--- src/hdl/dacs_pkg.sv ---
// constants for the abstract command status block of a debug module
// assumes a word-addressed debug module interface with 7-bit addresses
package dacs_pkg;

    // debug module interface word addresses
    localparam logic [6:0] ABS_CS_OFF = 7'h16;
    localparam logic [6:0] ABS_CMD_OFF = 7'h17;
    localparam logic [6:0] HALT_SUM_OFF = 7'h40;

    // control/status field positions and fixed values
    localparam int BUSY_BIT = 12;
    localparam int ERR_LSB = 8;
    localparam int ERR_MSB = 10;
    localparam int PROGBUF_LSB = 24;
    localparam int PROGBUF_MSB = 28;
    localparam int DCOUNT_LSB = 0;
    localparam int DCOUNT_MSB = 3;
    localparam logic [3:0] DATA_COUNT = 4'h2;
    localparam logic [4:0] PROGBUF_SIZE = 5'h00;
    localparam int HALT_BIT = 0;

    // command word field positions
    localparam int TYPE_LSB = 24;
    localparam int TYPE_MSB = 31;
    localparam int SIZE_LSB = 20;
    localparam int SIZE_MSB = 22;
    localparam int POSTINC_BIT = 19;
    localparam int POSTEXEC_BIT = 18;
    localparam int REGNO_LSB = 0;
    localparam int REGNO_MSB = 15;
    localparam logic [7:0] TYPE_REG = 8'h00;
    localparam logic [7:0] TYPE_MEM = 8'h02;
    localparam logic [2:0] SIZE_32 = 3'h2;
    localparam logic [15:0] REGNO_LIMIT = 16'h1020;

    // error codes
    localparam logic [2:0] ERR_NONE = 3'h0;
    localparam logic [2:0] ERR_BUSY = 3'h1;
    localparam logic [2:0] ERR_UNSUP = 3'h2;
    localparam logic [2:0] ERR_EXCEPT = 3'h3;
    localparam logic [2:0] ERR_STATE = 3'h4;
    localparam logic [2:0] ERR_OTHER = 3'h7;

    // reset values
    localparam logic [2:0] ERR_RST = 3'h0;
    localparam logic [31:0] WORD_RST = 32'h0000_0000;

    // memory windows reachable by memory access commands (plain defaults)
    localparam logic [31:0] INSTR_BASE = 32'h0000_0000;
    localparam logic [31:0] INSTR_MASK = 32'hFFFF_0000;
    localparam logic [31:0] DATA_BASE = 32'h0001_0000;
    localparam logic [31:0] DATA_MASK = 32'hFFFF_0000;
    localparam logic [31:0] INTC_BASE = 32'h0002_0000;
    localparam logic [31:0] INTC_MASK = 32'hFFFF_0000;

    typedef enum logic [0:0] {
        ST_IDLE = 1'b0,
        ST_EXEC = 1'b1
    } dacs_state_t;

endpackage

--- src/hdl/dacs_range_hit.sv ---
// address window compare: hit when the masked address equals the base
// assumes base and mask come from constants
`timescale 1ns/1ps
`default_nettype none
module dacs_range_hit #(
    parameter logic [31:0] BASE = 32'h0000_0000,
    parameter logic [31:0] MASK = 32'hFFFF_0000
) (
    input wire logic [31:0] i_addr,
    output logic o_hit
);

    // one compare per window, no ordering between windows
    assign o_hit = ((i_addr & MASK) == BASE);

endmodule
`default_nettype wire

--- src/hdl/dacs_cmd_check.sv ---
// combinational check of a command word before it is started
// assumes hart state and target address are steady in the write cycle
`timescale 1ns/1ps
`default_nettype none
module dacs_cmd_check (
    input wire logic [31:0] i_word,
    input wire logic [31:0] i_mem_addr,
    input wire logic i_halted,
    input wire logic i_unavail,
    output logic [2:0] o_err
);

    logic [7:0] kind;
    logic [2:0] size;
    logic [15:0] regno;
    logic hit_instr;
    logic hit_data;
    logic hit_intc;

    assign kind = i_word[dacs_pkg::TYPE_MSB:dacs_pkg::TYPE_LSB];
    assign size = i_word[dacs_pkg::SIZE_MSB:dacs_pkg::SIZE_LSB];
    assign regno = i_word[dacs_pkg::REGNO_MSB:dacs_pkg::REGNO_LSB];

    // windows the memory command may reach
    dacs_range_hit #(
        .BASE(dacs_pkg::INSTR_BASE),
        .MASK(dacs_pkg::INSTR_MASK)
    ) u_instr (
        .i_addr(i_mem_addr),
        .o_hit(hit_instr)
    );
    dacs_range_hit #(
        .BASE(dacs_pkg::DATA_BASE),
        .MASK(dacs_pkg::DATA_MASK)
    ) u_data (
        .i_addr(i_mem_addr),
        .o_hit(hit_data)
    );
    dacs_range_hit #(
        .BASE(dacs_pkg::INTC_BASE),
        .MASK(dacs_pkg::INTC_MASK)
    ) u_intc (
        .i_addr(i_mem_addr),
        .o_hit(hit_intc)
    );

    // unsupported wins over state so it shows whatever the hart does
    always_comb begin
        o_err = dacs_pkg::ERR_NONE;
        if (kind == dacs_pkg::TYPE_REG) begin
            if (i_word[dacs_pkg::POSTINC_BIT] ||
                i_word[dacs_pkg::POSTEXEC_BIT] ||
                regno >= dacs_pkg::REGNO_LIMIT) begin
                o_err = dacs_pkg::ERR_UNSUP;
            end else if (i_unavail || !i_halted) begin
                o_err = dacs_pkg::ERR_STATE;
            end else if (size != dacs_pkg::SIZE_32) begin
                o_err = dacs_pkg::ERR_OTHER;
            end
        end else if (kind == dacs_pkg::TYPE_MEM) begin
            if (i_unavail) begin
                o_err = dacs_pkg::ERR_STATE;
            end else if (size != dacs_pkg::SIZE_32 ||
                         i_mem_addr[1:0] != 2'b00) begin
                o_err = dacs_pkg::ERR_OTHER;
            end else if (!(hit_instr || hit_data || hit_intc)) begin
                o_err = dacs_pkg::ERR_EXCEPT;
            end
        end else begin
            o_err = dacs_pkg::ERR_UNSUP;
        end
    end

endmodule
`default_nettype wire

--- src/hdl/dacs_abstract_cs.sv ---
// abstract command status and control for a single-hart debug module
// assumes debugger accesses arrive as one-cycle strobes on i_clk_sys
// and that the hart side runs on the same clock
//
// How it works
// - halt summary bit 0 is the halted state, bits 31:1 read zero.
// - an unavailable hart never shows as halted in the summary.
// - a control or command write, or data access while busy sets code 1 if 0, unless the hart reports an error that cycle.
// - busy goes high when a command starts and low when it is done.
// - code 0 means no error, 2 unsupported, 3 address outside windows.
// - code 4 wrong hart state, 7 bad size or alignment; a hart's done error is stored as is.
// - the code stays until cleared by writing ones to its bits.
// - a nonzero code makes command writes ignored and starts nothing.
// - the data count field reads as two and cannot be written.
// - the program buffer size field reads zero and cannot be written.
// - an accepted command write that passes the checks executes the written command.
// - memory commands only reach the three local windows.
// - type 0 is register access, 2 memory access, others unsupported.
`timescale 1ns/1ps
`default_nettype none
module dacs_abstract_cs (
    input wire logic i_clk_sys,
    input wire logic i_rst_n,
    // debugger side, word addressed
    input wire logic [6:0] i_dmi_addr,
    input wire logic [31:0] i_dmi_wdata,
    input wire logic i_dmi_wr,
    input wire logic i_dmi_rd,
    output logic [31:0] o_dmi_rdata,
    // any read or write of either argument word
    input wire logic i_arg_access,
    // hart side
    input wire logic i_hart_halted,
    input wire logic i_hart_unavail,
    input wire logic [31:0] i_mem_addr,
    output logic o_cmd_start,
    output logic [31:0] o_cmd_word,
    input wire logic i_cmd_done,
    input wire logic [2:0] i_cmd_err,
    output logic o_busy
);

    dacs_pkg::dacs_state_t state_q;
    dacs_pkg::dacs_state_t state_d;
    logic [2:0] err_q;
    logic [2:0] err_d;
    logic [31:0] rdata_q;
    logic [31:0] rdata_d;
    logic start_q;
    logic [31:0] word_q;
    logic wr_cs;
    logic wr_cmd;
    logic busy;
    logic busy_hit;
    logic accept;
    logic start;
    logic [2:0] chk_err;
    logic [2:0] set_code;
    logic [2:0] clr_bits;
    logic set_ev;
    logic halted_vis;
    logic [31:0] cs_word;
    logic [31:0] sum_word;

    // address decode of the two writable locations
    assign wr_cs = i_dmi_wr && (i_dmi_addr == dacs_pkg::ABS_CS_OFF);
    assign wr_cmd = i_dmi_wr && (i_dmi_addr == dacs_pkg::ABS_CMD_OFF);

    assign busy = (state_q == dacs_pkg::ST_EXEC);

    // a control or command write or argument access that collides with a running command
    assign busy_hit = busy &&
                      (wr_cs || wr_cmd || i_arg_access);

    // only an idle block with a clean code looks at a command write
    assign accept = wr_cmd && !busy &&
                    (err_q == dacs_pkg::ERR_NONE);

    // checks run in the write cycle against the hart's present state
    dacs_cmd_check u_check (
        .i_word(i_dmi_wdata),
        .i_mem_addr(i_mem_addr),
        .i_halted(i_hart_halted),
        .i_unavail(i_hart_unavail),
        .o_err(chk_err)
    );

    assign start = accept && (chk_err == dacs_pkg::ERR_NONE);

    // pick the one error event of this cycle; first failure is kept
    always_comb begin
        set_ev = 1'b0;
        set_code = dacs_pkg::ERR_NONE;
        if (busy && i_cmd_done &&
            i_cmd_err != dacs_pkg::ERR_NONE) begin
            set_ev = 1'b1;
            set_code = i_cmd_err;
        end else if (busy_hit) begin
            set_ev = 1'b1;
            set_code = dacs_pkg::ERR_BUSY;
        end else if (accept && chk_err != dacs_pkg::ERR_NONE) begin
            set_ev = 1'b1;
            set_code = chk_err;
        end
    end

    assign clr_bits = i_dmi_wdata[dacs_pkg::ERR_MSB:dacs_pkg::ERR_LSB];

    // error code: clear by ones written, a set in the same cycle wins only if the code is zero after the clear;
    // a full clear together with a new event must not lose the event
    always_comb begin
        err_d = err_q;
        if (wr_cs) begin
            err_d = err_q & ~clr_bits;
        end
        if (set_ev && err_d == dacs_pkg::ERR_NONE) begin
            err_d = set_code;
        end
    end

    always_ff @(posedge i_clk_sys or negedge i_rst_n) begin
        if (!i_rst_n) begin
            err_q <= dacs_pkg::ERR_RST;
        end else begin
            err_q <= err_d;
        end
    end

    // command state: busy from start until the hart reports done
    always_comb begin
        state_d = state_q;
        case (state_q)
            dacs_pkg::ST_IDLE: begin
                if (start) begin
                    state_d = dacs_pkg::ST_EXEC;
                end
            end
            dacs_pkg::ST_EXEC: begin
                if (i_cmd_done) begin
                    state_d = dacs_pkg::ST_IDLE;
                end
            end
            default: begin
                state_d = dacs_pkg::ST_IDLE;
            end
        endcase
    end

    always_ff @(posedge i_clk_sys or negedge i_rst_n) begin
        if (!i_rst_n) begin
            state_q <= dacs_pkg::ST_IDLE;
        end else begin
            state_q <= state_d;
        end
    end

    // start pulse and the command word handed to the hart
    always_ff @(posedge i_clk_sys or negedge i_rst_n) begin
        if (!i_rst_n) begin
            start_q <= 1'b0;
        end else begin
            start_q <= start;
        end
    end

    // word is held for the whole command; ignored writes leave it
    always_ff @(posedge i_clk_sys or negedge i_rst_n) begin
        if (!i_rst_n) begin
            word_q <= dacs_pkg::WORD_RST;
        end else if (start) begin
            word_q <= i_dmi_wdata;
        end
    end

    // an unavailable hart is never reported halted
    assign halted_vis = i_hart_halted && !i_hart_unavail;

    // halt summary image, upper bits fixed at zero
    always_comb begin
        sum_word = dacs_pkg::WORD_RST;
        sum_word[dacs_pkg::HALT_BIT] = halted_vis;
    end

    // control/status image; reserved and fixed fields not writable
    always_comb begin
        cs_word = dacs_pkg::WORD_RST;
        cs_word[dacs_pkg::BUSY_BIT] = busy;
        cs_word[dacs_pkg::ERR_MSB:dacs_pkg::ERR_LSB] = err_q;
        cs_word[dacs_pkg::PROGBUF_MSB:dacs_pkg::PROGBUF_LSB] =
            dacs_pkg::PROGBUF_SIZE;
        cs_word[dacs_pkg::DCOUNT_MSB:dacs_pkg::DCOUNT_LSB] =
            dacs_pkg::DATA_COUNT;
    end

    // read mux; command location is write only and reads zero
    always_comb begin
        rdata_d = dacs_pkg::WORD_RST;
        case (i_dmi_addr)
            dacs_pkg::ABS_CS_OFF: begin
                rdata_d = cs_word;
            end
            dacs_pkg::HALT_SUM_OFF: begin
                rdata_d = sum_word;
            end
            default: begin
                rdata_d = dacs_pkg::WORD_RST;
            end
        endcase
    end

    // read data is captured on the strobe and held until the next read
    always_ff @(posedge i_clk_sys or negedge i_rst_n) begin
        if (!i_rst_n) begin
            rdata_q <= dacs_pkg::WORD_RST;
        end else if (i_dmi_rd) begin
            rdata_q <= rdata_d;
        end
    end

    // outputs
    assign o_dmi_rdata = rdata_q;
    assign o_cmd_start = start_q;
    assign o_cmd_word = word_q;
    assign o_busy = busy; // flop-backed state, safe for the hart to watch

endmodule
`default_nettype wire

--- config.mk ---
export PLATFORM = sky130hd
export DESIGN_NAME = dacs_abstract_cs
export DESIGN_NICKNAME = d
export VERILOG_FILES = /design/src/hdl/dacs_pkg.sv /design/src/hdl/dacs_range_hit.sv /design/src/hdl/dacs_cmd_check.sv /design/src/hdl/dacs_abstract_cs.sv
export SDC_FILE = /design/constraint.sdc
export NUM_CORES = 1
export LEC_CHECK = 0
export BUFFER_PORTS_ARGS = -buffer_cell sky130_fd_sc_hd__buf_2
export CORE_ASPECT_RATIO = 0.6
export CORE_MARGIN = 10
export CORE_UTILIZATION = 30
export DETAILED_ROUTE_END_ITERATION = 7
export SLEW_MARGIN = 25
export SYNTH_ARGS = -nofsm -noshare
export SYNTH_HDL_FRONTEND = slang
export SYNTH_SLANG_ARGS = --single-unit
--- constraint.sdc ---
create_clock -name i_clk_sys -period 1.6 [get_ports i_clk_sys]
set_input_delay 0.24 -clock i_clk_sys [delete_from_list [all_inputs] [get_ports i_clk_sys]]
set_output_delay 0.24 -clock i_clk_sys [all_outputs]
set_load 0.02 [all_outputs]
**Word-level counts from Yosys, hierarchy flattened**

Cells that the tools add are included.

- Order comparisons: 1
- Bitwise gates (word level): 3
- Equal/unequal tests: 7
- Reductions and logical operators: 30
- Multiplexer cells: 20

Operators by type and width:

| kind | count |
|---|---|
| two-way mux 3 bit | 12 |
| logical NOT 32 bit | 1 |
| case mux 13 bit (2 select lines) | 1 |
| equality test 16 x 1 -> 1 bit, second input constant | 1 |
| equality test 16 x 2 -> 1 bit, second input constant | 1 |
| >= comparator 16 x 13 -> 1 bit, second input constant | 1 |
| equality test 7 x 5 -> 1 bit, second input constant | 2 |
| logical AND 1 bit | 11 |
| logical NOT 3 bit | 3 |
| equality test 8 x 2 -> 1 bit, second input constant | 1 |
| logical NOT 8 bit | 1 |
| logical OR 1 bit | 8 |
| equality test 7 bit, second input constant | 1 |
| nonzero test 3 bit | 2 |
| two-way mux 1 bit | 5 |
| AND 3 bit | 1 |
| logical NOT 1 bit | 3 |
| != test 3 x 2 -> 1 bit, second input constant | 1 |
| inverter 3 bit | 1 |
| two-way mux 2 bit | 1 |
| case mux 1 bit (2 select lines) | 1 |
| nonzero test 2 bit | 1 |
| inverter 1 bit | 1 |

- Input port bits: 82
- Bits in registers: 69
- Logic and storage cells: 66
- Output and inout bits: 66

**Logic depth before layout (Yosys ltp)**

- Depth in word-level cells: 15
- Mapped depth: 6
- Depth with buffers taken out: 5

**Hierarchy**

A second synthesis with hierarchy kept.

- Cell total of the unflattened synthesis: 188
- Area, all modules: 2427.3 um^2

Modules (own cells, without submodules):

| module | cells each | area an instance (um^2) | sequential area each (um^2) | instances |
|---|---|---|---|---|
| dacs_abstract_cs | 149 | 2148.3 | 1076.0 | 1 |
| dacs_cmd_check | 24 | 172.7 | 0.0 | 1 |
| dacs_range_hit (u_check.u_data ...) | 5 | 36.3 | 0.0 | 2 |
| dacs_range_hit (u_check.u_instr) | 5 | 33.8 | 0.0 | 1 |

**Worst setup path before layout**

No wires, ideal clock.

- Kind: input to register
- Start: input i_dmi_wdata[20]
- End: register word_q[0], in the netlist o_cmd_word[0]
- Arrival time: 1913 ps
- Buffers on the path: 1
- Stages: 6
- Required time: 1475 ps
- Setup time: 125 ps
- Path slack: -438 ps
- Path through: or3b_1 or3_4 o21bai_1 o2111ai_4 buf_6 mux2_4

- Cells in the longest elaborated chain, start to end: 8
- Elaborated cells between the ends (all ways): 11
- Classes of those cells: 1 x eq/ne; 7 x mux; 3 x reduce/logical

Ends and longest elaborated chain:

| what | line | source |
|---|---|---|
| from (decl) | dacs_abstract_cs.sv:26 | `input wire logic [31:0] i_dmi_wdata,` |
| != test 3 x 2 -> 1 bit * | dacs_cmd_check.sv:57, dacs_cmd_check.sv:63 |  |
| logical OR 1 bit | dacs_cmd_check.sv:63 | `end else if (size != dacs_pkg::SIZE_32 \|\|` |
| two-way mux 3 bit | dacs_cmd_check.sv:63 |  |
| two-way mux 3 bit | dacs_cmd_check.sv:61 | `if (i_unavail) begin` |
| two-way mux 3 bit | dacs_cmd_check.sv:60 | `end else if (kind == dacs_pkg::TYPE_MEM) begin` |
| two-way mux 3 bit * | dacs_cmd_check.sv:50 | `if (kind == dacs_pkg::TYPE_REG) begin` |
| logical NOT 3 bit * | dacs_abstract_cs.sv:88 | `assign start = accept && (chk_err == dacs_pkg::ERR_NONE);` |
| logical AND 1 bit * | dacs_abstract_cs.sv:88 |  |
| to (signal assigned) | dacs_abstract_cs.sv:169 | `word_q <= dacs_pkg::WORD_RST;` |
| to (signal assigned) | dacs_abstract_cs.sv:171 | `word_q <= i_dmi_wdata;` |
| to (decl) | dacs_abstract_cs.sv:50 | `logic [31:0] word_q;` |

Every way passes the cells marked *; elsewhere a longest branch is shown, timed or not.
A chain may end at the register's enable or synchronous reset.

**Worst setup path after layout**

- Start: input i_dmi_wdata[20]
- End: register word_q[3], in the netlist o_cmd_word[3]

Same word-level chain as after synthesis.

==> impl_metrics.yaml <==
logic_synthesis:
  yosysSeqAreaShare_pct: 49.1
  synth_area_um2: 2190
  synth_edf_count: 0
  yosys_warnings: 0
  ys_top_cells_by_area: "dfrtp_1 (49%), mux2_4 (13%), buf_4 (8.9%), and2_1 (2.6%), a22o_1 (1.6%)"
  yosysTopAreaCell: "dfrtp_1"
  postSynthCellCount: 176
  ys_seq_elements: 43
  synth-async-reset-ratio_pct: 100
  synth_flop_cell: "dfrtp_1"
  yosysTopAreaCellShare_pct: 49.1
  avgSynthCellArea_um2: 12.4
  yosys.cell_types.count: 41
placed_design:
  place_congestion: 0.799
  port_buffers: 107
  dpl_worst_slack_ps: -682
  hpwlAfterDp_um: 5410
global_route:
  grt.met2_usage_pct: 17.0
  antenna_found_initial: 0
  grt_use_total_pct: 11.3
  use_met3_pct: 4.76
  grt_use_met1_pct: 14.7
  grt_max_degree: 21
  overflow: 0
  grt_pass1_vias: 2014
  grt.busiest_layer: "met2"
  grt_pass1_wl_um: 10200
floorplan:
  die_area_um2: 11200
  die_y_um: 86.2
  initial_core_util_pct: 30.5
  io_pins: 148
  placementRows: 24
  coreArea_um2: 7180
  dieWidth_um: 130
cts:
  cts_tree: "built"
  worstSkewPairLatency_ps: 290
  htree_levels: 2
  cts_made_buffers: 5
  clock-root-buffer: "clkbuf_16"
  cts_buffer_depth: 2
  cts.sinks: 43
  path_clk_slew_ps: 70
finish:
  diodes: 0
  syn_to_final_growth_pct: 46.3
  final_cell_mix: "buf_2 (106), dfrtp_1 (43), buf_4 (32), conb_1 (26), mux2_4 (19)"
  drive_above_1_share_pct: 57.6
  final_common_cell: "buf_2"
  nNetsFinal: 404
sta:
  skew_ps: 8.79
  rsz0062_at_grt: "yes"
  finalMaxSlewViolations: 0
  worst_slack_ps: -287
  hold_viol_final: 0
  min_period_ps: 1890
  min_period_over_period_pct: 118
  timing.hold.ws_ps: 186
  fmax_mhz: 530
  setup_viol: 33
  setup-tns-final_ps: -7730
pwr:
  p_int_mw: 1.78
  pwr_density_cell_nw_per_um2: 735
  pwr-share-clk_pct: 42.2
  share_comb_of_total_power_pct: 11.3
  p_sw_uw: 576
  p_leak_nw: 1.82
  peakVddDrop_uv: 320
  seqPwrFrac_pct: 46.5
  switching_share_pct: 24.4
critical_path:
  arrival_ps: 2050
  cp-end-kind: "flop"
  reg2reg_from: "err_q[0]$_DFF_PN0_"
  critPathCapture: "o_cmd_word[3]$_DFFE_PN0P_"
  startpoint: "i_dmi_wdata[20]"
  startpoint_type: "input port"
  cp_max_fo: 16
  timing.rr.end: "o_cmd_word[3]$_DFFE_PN0P_"
  rrSetupSlack_ps: -140
  crit_type: "in2reg"
  reg2regPathDepth: 7
  cp.required_ps: 1770
routing:
  viasPerCell: 4.35
  route.detailed.drc: 0
  initialDrtViolationCount: 90
  post_drt_wl_per_cell_um: 15.6
  vias: 1800
  dr.pass1.iters: 4
  antenna_left: 0
  routed_wl_um: 6460
min_path:
  worst_hold_path_type: "in2reg"
job:
  maxCapViolations: 0
status:
  violations: "negative setup slack"
  status: "complete, but fails checks"
==> layer usage <==
layer  vias up  share of wire, %
met5         -                 0
met4         0              0.43
met3         4               7.9
met2        66                46
met1       852                46
li1        878                 -
==> power by group through the flow <==
| stage | sequential [mW] | combinational, mW | clock, mW |
|---|---|---|---|
| CTS | 1.09 | 0.266 | 1.04 |
| global placement | 1.11 | 0.255 | 0 |
| finish | 1.09 | 0.267 | 0.995 |
| detailed placement | 1.11 | 0.258 | 0 |
| floorplan | 1.12 | 0.138 | 0 |
| global route | 1.09 | 0.295 | 1.09 |
==> worst min-delay path by stage <==
stage | depth (start not counted) | end | startpoint | slack (ps)
finish | 2 | o_dmi_rdata[0]$_DFFE_PN0P_ | i_dmi_rd | 190
CTS | 2 | o_dmi_rdata[0]$_DFFE_PN0P_ | i_dmi_rd | 170
floorplan | 0 | err_q[0]$_DFF_PN0_ | i_rst_n | -60
global route | 2 | o_cmd_word[1]$_DFFE_PN0P_ | i_dmi_wdata[1] | 180
global placement | 1 | o_cmd_word[4]$_DFFE_PN0P_ | i_rst_n | 170
detailed placement | 1 | o_cmd_word[2]$_DFFE_PN0P_ | i_rst_n | 180
==> cell usage after synthesis, types with 3 or more instances <==
cell,number
nor4_1,5
nand3_1,3
o21ai_0,3
nand2b_1,3
nor2_1,3
mux2_4,19
a41oi_1,3
mux2_2,3
a22o_1,4
and2_1,9
nand2_1,3
inv_1,7
nor3_1,7
nand4_1,4
buf_4,26
dfrtp_1,43
==> worst max-delay path, stage by stage <==
cell       delay (ps)
buf_6              90
or3b_4            380
or3_4             370
o31ai_4           260
o2111ai_4         200
buf_12            200
mux2_4            300
==> stage by stage <==
| stage | power (mW) | utilization [%] | std cells | area, µm² |
|---|---|---|---|---|
| finish | 2.36 | 44.6 | 414 | 3200 |
| global route | 2.48 | 44.6 | 414 | 3200 |
| CTS | 2.40 | 44.2 | 413 | 3180 |
| detailed placement | 1.37 | 41.7 | 404 | 2990 |
| global placement | 1.37 | 41.7 | 404 | 2990 |
| floorplan | 1.25 | - | 201 | 2280 |
==> final cells by class <==
class                      instances  area (µm²)
tap                               91         114
sequential                        43        1080
fill                             694        3970
clock buffer                       5         125
clock inverter                     3        20.0
multi-input combinational        122         996
timing repair buffer             143         847
inverter                           7        26.3
==> sequential cells by signal, summed over array words and instances (netlist names) <==
register     flops
err_q            3
o_busy           1
o_cmd_word      32
o_dmi_rdata      6
o_cmd_start      1
==> repair_timing <==
item                                    in CTS  in global routing
setup buffers                                0                  1
pin swaps                                    1                  2
hold endpoints to repair                    14                  0
endpoints found under the setup margin      34                 33
hold buffers                                 1                  0
resized for setup                            5                  8
==> kinds of logic after synthesis <==
group | Yosys count | share of synthesized area [%]
and+or+nand+nor | 48 | 14.0
DFF | 43 | 49.1
buffers and inverters | 36 | 11.3
AOI/OAI and AO/OA | 26 | 10.8
muxes | 22 | 14.6
other | 1 | 0.171
Power figures use the tool's default switching activity.
